File: config.mk
export PLATFORM = sky130hd
export DESIGN_NAME = pcm_pair_first_counter
export DESIGN_NICKNAME = d
export VERILOG_FILES = /design/src/design/pcm_pkg.sv /design/src/design/pcm_pair_second_counter.sv /design/src/design/pcm_pair_first_counter.sv
export SDC_FILE = /design/constraint.sdc
export NUM_CORES = 1
export LEC_CHECK = 0
export ABC_AREA = 1
export BUFFER_PORTS_ARGS = -buffer_cell sky130_fd_sc_hd__buf_2
export CORE_MARGIN = 4
export CORE_UTILIZATION = 30
export CTS_CLUSTER_DIAMETER = 150
export DETAILED_ROUTE_END_ITERATION = 8
export SYNTH_ARGS = -nofsm -noshare
export SYNTH_HDL_FRONTEND = slang
export SYNTH_SLANG_ARGS = --single-unit
File: constraint.sdc
create_clock -name clk_i -period 2.3 [get_ports clk_i]
set_input_delay 0.46 -clock clk_i [delete_from_list [all_inputs] [get_ports clk_i]]
set_output_delay 0.46 -clock clk_i [all_outputs]
set_load 0.01 [all_outputs]
File: src/design/pcm_pkg.sv
// pcm_pkg: shared constants and types for the paired counter meter
package pcm_pkg;
  localparam int unsigned CNT_W_DEF     = 24;
  localparam int unsigned CLK_HZ        = 40000000;
  localparam int unsigned WIN_DEF       = 40000;
  localparam int unsigned DIV_DEF       = 4;
  localparam logic [1:0]  MODE_ONE      = 2'h0;
  localparam logic [1:0]  MODE_HIFREQ   = 2'h1;
  localparam logic [1:0]  MODE_LRANGE   = 2'h2;
  localparam logic [1:0]  MODE_IDLE     = 2'h3;
  typedef enum logic [1:0] {
    PCM_ST_IDLE,
    PCM_ST_ARM,
    PCM_ST_RUN
  } pcm_state_t;
endpackage

File: src/design/pcm_pair_second_counter.sv
// pcm_pair_second_counter: companion counter, window gate or input divider
`timescale 1ns/1ps
`default_nettype none
module pcm_pair_second_counter #(
  parameter int unsigned CNT_W = 24
) (
  input  wire logic             clk_i,
  input  wire logic             srst_i,
  input  wire logic             en_i,
  input  wire logic             src_tick_i,
  input  wire logic [CNT_W-1:0] load_i,
  output logic                  term_o
);
  if (CNT_W < 2) begin : g_bad_width
    $error("CNT_W too small");
  end
  logic [CNT_W-1:0] cnt_r;
  logic [CNT_W-1:0] cnt_nxt;
  logic             term_r;
  wire              at_end = (cnt_r <= CNT_W'(1));

  assign cnt_nxt = !en_i ? load_i : (src_tick_i ? (at_end ? load_i : cnt_r - 1'b1) : cnt_r);
  assign term_o  = term_r;

  always_ff @(posedge clk_i) begin
    if (srst_i) begin
      cnt_r  <= '0;
      term_r <= 1'b0;
    end else begin
      cnt_r  <= cnt_nxt;
      term_r <= en_i && src_tick_i && at_end;
    end
  end
endmodule
`default_nettype wire

File: src/design/pcm_pair_first_counter.sv
// pcm_pair_first_counter: paired counter frequency and period meter top
// Notes on behaviour
// - counters come as a fixed pair, first with second, linked by dedicated wires.
// - in high-frequency mode the second counter pulses once per window length.
// - in high-frequency mode the first counter counts input periods per window and reports them.
// - high-frequency period is window over count and frequency is count over window.
// - in large-range mode the second counter divides the input and the first times that against the timebase.
// - large-range period is the divided period over the divisor.
// - large-range frequency is timebase rate over count times divisor, count from 2 to 2^24 - 1.
// - large-range mode measures inputs faster than the timebase up to the counter input limit.
// - the count of timebase edges may be one below, equal to, or one above the expected value.
`timescale 1ns/1ps
`default_nettype none
module pcm_pair_first_counter #(
  parameter int unsigned CNT_W = pcm_pkg::CNT_W_DEF
) (
  input  wire logic             clk_i,
  input  wire logic             srst_i,
  input  wire logic             sig_i,
  input  wire logic             tb_i,
  input  wire logic [1:0]       mode_i,
  input  wire logic [CNT_W-1:0] window_i,
  input  wire logic [CNT_W-1:0] divisor_i,
  output logic [CNT_W-1:0]      count_o,
  output logic                  valid_o,
  output logic                  ovf_o
);
  if (CNT_W < 2 || CNT_W > 32) begin : g_bad_width
    $error("CNT_W out of range");
  end

  // ----------------------------------------
  // input synchronisers and edge detect
  // ----------------------------------------
  logic [1:0] sig_sync_r;
  logic [1:0] tb_sync_r;
  logic       sig_d_r;
  logic       tb_d_r;
  logic [1:0] mode_r;
  always_ff @(posedge clk_i) begin
    if (srst_i) begin
      sig_sync_r <= 2'h0;
      tb_sync_r  <= 2'h0;
      sig_d_r    <= 1'b0;
      tb_d_r     <= 1'b0;
      mode_r     <= pcm_pkg::MODE_IDLE;
    end else begin
      sig_sync_r <= {sig_sync_r[0], sig_i};
      tb_sync_r  <= {tb_sync_r[0], tb_i};
      sig_d_r    <= sig_sync_r[1];
      tb_d_r     <= tb_sync_r[1];
      mode_r     <= mode_i;
    end
  end
  wire sig_rise = sig_sync_r[1] & ~sig_d_r;
  wire tb_rise  = tb_sync_r[1] & ~tb_d_r;

  // ----------------------------------------
  // pairing and mode decode
  // ----------------------------------------
  wire mode_chg = (mode_r != mode_i);
  wire is_one   = (mode_r == pcm_pkg::MODE_ONE);
  wire is_hf    = (mode_r == pcm_pkg::MODE_HIFREQ);
  wire is_lr    = (mode_r == pcm_pkg::MODE_LRANGE);
  wire sec_en   = (is_hf | is_lr) & ~mode_chg;
  wire sec_tick = is_hf ? tb_rise : sig_rise;
  wire [CNT_W-1:0] sec_load = is_hf ? window_i : divisor_i;
  wire sec_term;

  // second counter of the pair, gate in one mode, divider in the other
  pcm_pair_second_counter #(.CNT_W(CNT_W)) u_second (
    .clk_i      (clk_i),
    .srst_i     (srst_i),
    .en_i       (sec_en),
    .src_tick_i (sec_tick),
    .load_i     (sec_load),
    .term_o     (sec_term)
  );

  // hf counts input edges, other modes count timebase edges
  wire meas_tick = is_hf ? sig_rise : tb_rise;
  wire meas_mark = is_one ? sig_rise : sec_term;

  // ----------------------------------------
  // measuring counter and result latch
  // ----------------------------------------
  pcm_pkg::pcm_state_t st_r;
  pcm_pkg::pcm_state_t st_nxt;
  logic [CNT_W-1:0]    cnt_r;
  logic [CNT_W-1:0]    cnt_nxt;
  logic                wrap_r;
  wire                 cnt_full = &cnt_r;
  wire                 mode_ok  = is_one | is_hf | is_lr;

  assign st_nxt = (!mode_ok || mode_chg) ? pcm_pkg::PCM_ST_IDLE :
                  (st_r == pcm_pkg::PCM_ST_IDLE) ? pcm_pkg::PCM_ST_ARM :
                  (st_r == pcm_pkg::PCM_ST_ARM && meas_mark) ? pcm_pkg::PCM_ST_RUN : st_r;
  assign cnt_nxt = (meas_mark || st_r != pcm_pkg::PCM_ST_RUN) ? '0 :
                   meas_tick ? cnt_r + 1'b1 : cnt_r;

  wire done = (st_r == pcm_pkg::PCM_ST_RUN) && meas_mark && !mode_chg;

  always_ff @(posedge clk_i) begin
    if (srst_i) begin
      st_r    <= pcm_pkg::PCM_ST_IDLE;
      cnt_r   <= '0;
      wrap_r  <= 1'b0;
      count_o <= '0;
      valid_o <= 1'b0;
      ovf_o   <= 1'b0;
    end else begin
      st_r    <= st_nxt;
      cnt_r   <= cnt_nxt;
      wrap_r  <= meas_mark ? 1'b0 : (wrap_r | (cnt_full & meas_tick));
      valid_o <= done;
      if (done) begin
        count_o <= cnt_r;
        ovf_o   <= wrap_r | (cnt_full & meas_tick);
      end
    end
  end
endmodule
`default_nettype wire

== After elaboration in Yosys (flattened, before gate mapping) ==
Index checks and enable logic that the tools add are counted.

* $add $sub $neg: 2
* Multipliers: 0
* Divide/modulo/power cells: 0
* Magnitude comparators: 1
* Equal/unequal tests: 7
* Shift operators: 0
* Muxes and demuxes: 9
* Bitwise operators: 11
* Reductions and logical operators: 17

{| class="wikitable"
|+ Operators with widths
! kind !! count
|-
| $mux W24 || 4
|-
| $add A24 B1 Y24 const B || 1
|-
| $le A24 B1 Y1 const B || 1
|-
| $reduce_and A24 Y1 || 1
|-
| $sub A24 B1 Y24 const B || 1
|-
| $reduce_or A2 Y1 || 3
|-
| $logic_and A1 B1 Y1 || 5
|-
| $mux W1 || 5
|-
| $and A1 B1 Y1 || 4
|-
| $eq A2 B1 Y1 const B || 2
|-
| $eq A2 B2 Y1 const B || 2
|-
| $logic_not A2 Y1 || 2
|-
| $ne A2 B2 Y1 const B || 2
|-
| $or A1 B1 Y1 || 4
|-
| $not A1 Y1 || 3
|-
| $reduce_or A3 Y1 || 1
|-
| $logic_not A1 Y1 || 2
|-
| $logic_or A1 B1 Y1 || 2
|-
| $ne A2 B2 Y1 || 1
|-
| $reduce_bool A2 Y1 || 1
|}

* Register bits after elaboration: 86
* Bits in latches: 0
* RAM bits: 0
* Memory bits (read-only): 0
* Input bits: 54
* Logic and storage cells: 61
* Memories: 0

== Longest topological paths before layout ==
* Depth after elaboration: 6
* Gate-level depth with buffers: 14
* Depth with buffers taken out: 13

== Cells and area by module ==
Synthesis repeated with hierarchy kept, for this count alone.

* Cells, all modules: 742
* Area total of the unflattened synthesis: 4932.2 um^2

{| class="wikitable"
|+ By module, submodules not included
! module !! instances !! cells an instance !! area an instance (um^2)
|-
| pcm_pair_first_counter || 1 || 439 || 2990.4
|-
| pcm_pair_second_counter || 1 || 303 || 1941.9
|}

== Worst setup path before layout ==
Ideal clock, no wire load.

* Path type: register to register
* Start point: register mode_r[1]
* End point: register cnt_r[18]
* Setup time: 0.115 ns
* Arrival time: 1.546 ns
* Required time: 2.185 ns
* Path slack: 0.639 ns
* Stages on the path, launching flop included: 12
* Buffers on the path: 1
* Period minus slack after synthesis: 1.661 ns
* Cell sequence: dfxtp_1 > inv_2 > ha_1 > buf_4 > inv_2 > nand3_1 > nand2_2 > nand3_1 > nor2_1 > nand3_1 > nand2_1 > nor2_1

* Longest elaborated chain between the ends: 4
* Elaborated cells between the ends (all ways): 6
* Those cells by class: 1 x eq/ne; 2 x mux; 3 x reduce/logical

{| class="wikitable"
|+ RTL lines
! item !! RTL line !! RTL
|-
| start, declared || pcm_pair_first_counter.sv:39 || <nowiki>logic [1:0] mode_r;</nowiki>
|-
| start signal, assigned || pcm_pair_first_counter.sv:46 || <nowiki>mode_r <= pcm_pkg::MODE_IDLE;</nowiki>
|-
| start signal, assigned || pcm_pair_first_counter.sv:52 || <nowiki>mode_r <= mode_i;</nowiki>
|-
| $logic_not A2 Y1 || pcm_pair_first_counter.sv:62 || <nowiki>wire is_one = (mode_r == pcm_pkg::MODE_ONE);</nowiki>
|-
| $mux W1 || pcm_pair_first_counter.sv:82 || <nowiki>wire meas_mark = is_one ? sig_rise : sec_term;</nowiki>
|-
| $logic_or A1 B1 Y1 || pcm_pair_first_counter.sv:98 || <nowiki>assign cnt_nxt = (meas_mark || st_r != pcm_pkg::PCM_ST_RUN) ? '0 :</nowiki>
|-
| $reduce_or A2 Y1 (no source line) || -- ||
|-
| end signal, assigned || pcm_pair_first_counter.sv:113 || <nowiki>cnt_r <= cnt_nxt;</nowiki>
|-
| end, declared || pcm_pair_first_counter.sv:89 || <nowiki>logic [CNT_W-1:0] cnt_r;</nowiki>
|}

Parallel ways exist; a longest one is shown, timed or not.
A chain may end at the register's enable or synchronous reset.

== Worst setup path in the final report ==
* Start point: register mode_r[0]
* End point: register u_second.cnt_r[7]

* Longest elaborated chain between the ends: 5
* Elaborated cells between the ends (all ways): 12
* Those cells by class: 4 x eq/ne; 5 x mux; 3 x bitwise

{| class="wikitable"
|+ RTL lines
! item !! RTL line !! RTL
|-
| $eq A2 B1 Y1 || pcm_pair_first_counter.sv:63 || <nowiki>wire is_hf = (mode_r == pcm_pkg::MODE_HIFREQ);</nowiki>
|-
| $mux W24 || pcm_pair_first_counter.sv:67 || <nowiki>wire [CNT_W-1:0] sec_load = is_hf ? window_i : divisor_i;</nowiki>
|-
| $mux W24 (3 in series) || pcm_pair_second_counter.sv:22 || <nowiki>assign cnt_nxt = !en_i ? load_i : (src_tick_i ? (at_end ? load_i : cnt_r - 1'b1) : cnt_r);</nowiki>
|-
| end signal, assigned || pcm_pair_second_counter.sv:30 || <nowiki>cnt_r <= cnt_nxt;</nowiki>
|-
| end, declared || pcm_pair_second_counter.sv:17 || <nowiki>logic [CNT_W-1:0] cnt_r;</nowiki>
|}

Parallel ways exist; a longest one is shown, timed or not. The select of a mux whose other input is x is not followed.

==> results.toml <==
[setup_path]
reg2reg_depth = 8
arrival_ns = 2.25
crit_required_ns = 2.55
crit_fanout = 24
path_class = "reg2reg"
start_kind = "flop"
r2r_slack_ns = 0.29
rr_startpoint = "mode_r[0]"
crit_chain = "ha_1 > nand2_1 > o21ai_4 > nand3_2 > buf_12 > o21ai_0 > o21bai_1 > inv_1"
reg2reg_to = "u_second.cnt_r[7]"
slowest_delay_ns = 0.37
endpoint_kind = "flop"
cpMaxStageDelayCell = "dfxtp_1"

[logic_synthesis]
syn_inst = 703
syn_nets = 763
ys_ff_latch = 86
syn_area_mm2 = 0.00473
synth_edf_count = 0
ys_top_cells_by_area = "dfxtp_1 36%, nand2_1 13%, nor2_1 7.9%"
synth_cell_types = 39
seq_area_frac_synth_pct = 36.4
yosysWarnings = 0
synth-async-reset-ratio_pct = 0
yosysTopAreaCellShare_pct = 36.4
ys.flop_type = "dfxtp_1"
synth.avg_cell_area_um2 = 6.72
yosysTopAreaCell = "dfxtp_1"

[sta]
setup-tns-final_ns = 0
setup_violations = 0
slew_headroom_pct = 62.8
finalWorstSetupSlack_ns = 0.294
tightest_slew_ns = 0.557
fin_skew_ns = 0.00897
fin_crit_ns = 2.01
fmax_mhz = 498
hold_slack_ns = 0.318
maxSlewViolCount = 0
finalHoldViolations = 0
rsz0062_at_grt = "no"
final.period_utilization_pct = 87.2

[flow_run]
drv_cap = 0

[routing]
vias_per_cell = 4.48
wl_per_cell_um = 12.1
via_count = 4458
wl_um = 12000
ant_nets = 0
drc = 0
drt_iter0_markers = 246
firstDrtPassIters = 4

[global_route]
overflow = 0
grt_max_degree = 47
antenna_found_initial = 0
grt_usage_pct = 14.1
grt_pass1_vias = 4240
grt_pass1_wl_um = 20700

[cts]
clk_pin_slew_ns = 0.06
clockBufferDepth = 2
cts_hold_buffers = 0
cts_root_buffer = "clkbuf_16"
clock_latency_ns = 0.35
numCtsBuffers = 9
cts_resized = 0
clock_sinks = 86
cts_setup_buffers = 0
h-tree-depth = 3
cts_tree = "done"

[pwr]
leakagePower_nw = 2.58
vdd_drop_max_uv = 361
p_per_area_mw_per_mm2 = 658
finalPower_mw = 3.71

[final_layout]
nNetsFinal = 838
final_common_cell = "nand2_1"
layout-drive-gt1-share_pct = 19.0
most-common-layout-cells = "168 x nand2_1, 100 x nor2_1, 86 x dfxtp_1, 79 x buf_2, 71 x inv_1"
syn_to_final_growth_pct = 19.4
antenna_cells = 0

[floorplan]
io_pins = 80
die_area_mm2 = 0.0178
fp.dieH_um = 134
die_w_um = 134
core_mm2 = 0.0153
num_rows = 45
start_util_pct = 30.9

[place]
dp_hpwl_um = 8860
place_congestion = 0.805
dp_slack_ns = 0.293
io_buffers = 79

[worst_hold_path]
min_to = "mode_r[0]"
hp-class = "in2reg"
whs_path_depth = 3
worstHoldStart = "mode_i[0]"

[run_status]
outcome = "finished, final reports clean"
-- area by class of cell --
type	count	area [um2]
Clock buffer	11	233
Clock inverter	5	82.6
Fill cell	1681	9670
Inverter	80	300
Multi-Input combinational cell	513	2550
Sequential cell	86	1720
Tap cell	211	264
Timing Repair Buffer	88	488
-- Yosys cell counts (6+ instances only) --
master,n
clkbuf_1,8
nand3_1,41
nand2_1,168
a21oi_1,50
ha_1,6
inv_1,71
nor2_1,100
nor2_2,6
nand3_2,11
xor2_1,11
o21ai_0,52
buf_2,8
inv_2,9
nor3_1,16
nand2_2,6
dfxtp_1,86
o21ai_1,7
-- report_power, final --
group	total (mW)	switching, mW	internal [mW]	leakage (nW)
Clock	1.57	0.618	0.957	0.154
Sequential	1.60	0.0575	1.54	0.700
Combinational	0.543	0.335	0.208	1.73
-- worst max-delay path, delay by kind of cell, from the launching register on --
family	cells	cell delay, ns
AO/OA/AOI/OAI	3	0.38
AND/OR/NAND/NOR	2	0.48
adder cells (fa/ha/maj)	1	0.33
flip-flops	1	0.37
buffers and inverters	2	0.34
-- flip-flops by register name (all words and copies together), names as in the netlist, 2 cells and up --
| name | cells |
|---|---|
| u_second.cnt_r | 24 |
| count_o | 24 |
| st_r | 2 |
| mode_r | 2 |
| tb_sync_r | 2 |
| cnt_r | 24 |
| sig_sync_r | 2 |
-- layer usage --
metal	vias up	global-route usage [%]	wire length, um
met4	0	4.11	156
met3	13	2.87	549
met1	1962	18.0	5650
met5	-	0	0
li1	2407	-	-
met2	76	24.1	5690
-- through the flow --
| step | cell area [um2] | utilization (%) | std cells |
|---|---|---|---|
| floorplan | 4730 | - | 703 |
| global placement | 5330 | 34.8 | 978 |
| detailed placement | 5330 | 34.8 | 978 |
| CTS | 5640 | 36.9 | 994 |
| global route | 5640 | 36.9 | 994 |
| finish | 5640 | 36.9 | 994 |
-- kinds of logic after synthesis --
family | share of synthesized area [%]
simple gates | 35.1
fa+ha+maj | 1.59
xor+xnor | 2.59
buf+inv | 9.53
flops | 36.4
mux | 0.847
compound gates | 13.9
-- worst max-delay path by stage --
stage,start,end,slack (ns),depth (start not counted)
6_report,mode_r[0],u_second.cnt_r[7],0.29,8
5_1_grt,mode_r[0],u_second.cnt_r[21],0.08,8
3_5_place_dp,mode_r[0],u_second.cnt_r[7],0.29,8
4_1_cts,u_second.cnt_r[0],u_second.cnt_r[21],0.27,10
3_3_place_gp,u_second.cnt_r[0],u_second.cnt_r[21],0.29,10
2_1_floorplan,mode_r[1],cnt_r[18],0.64,11
Note: power is estimated with default switching activity, not from simulation.
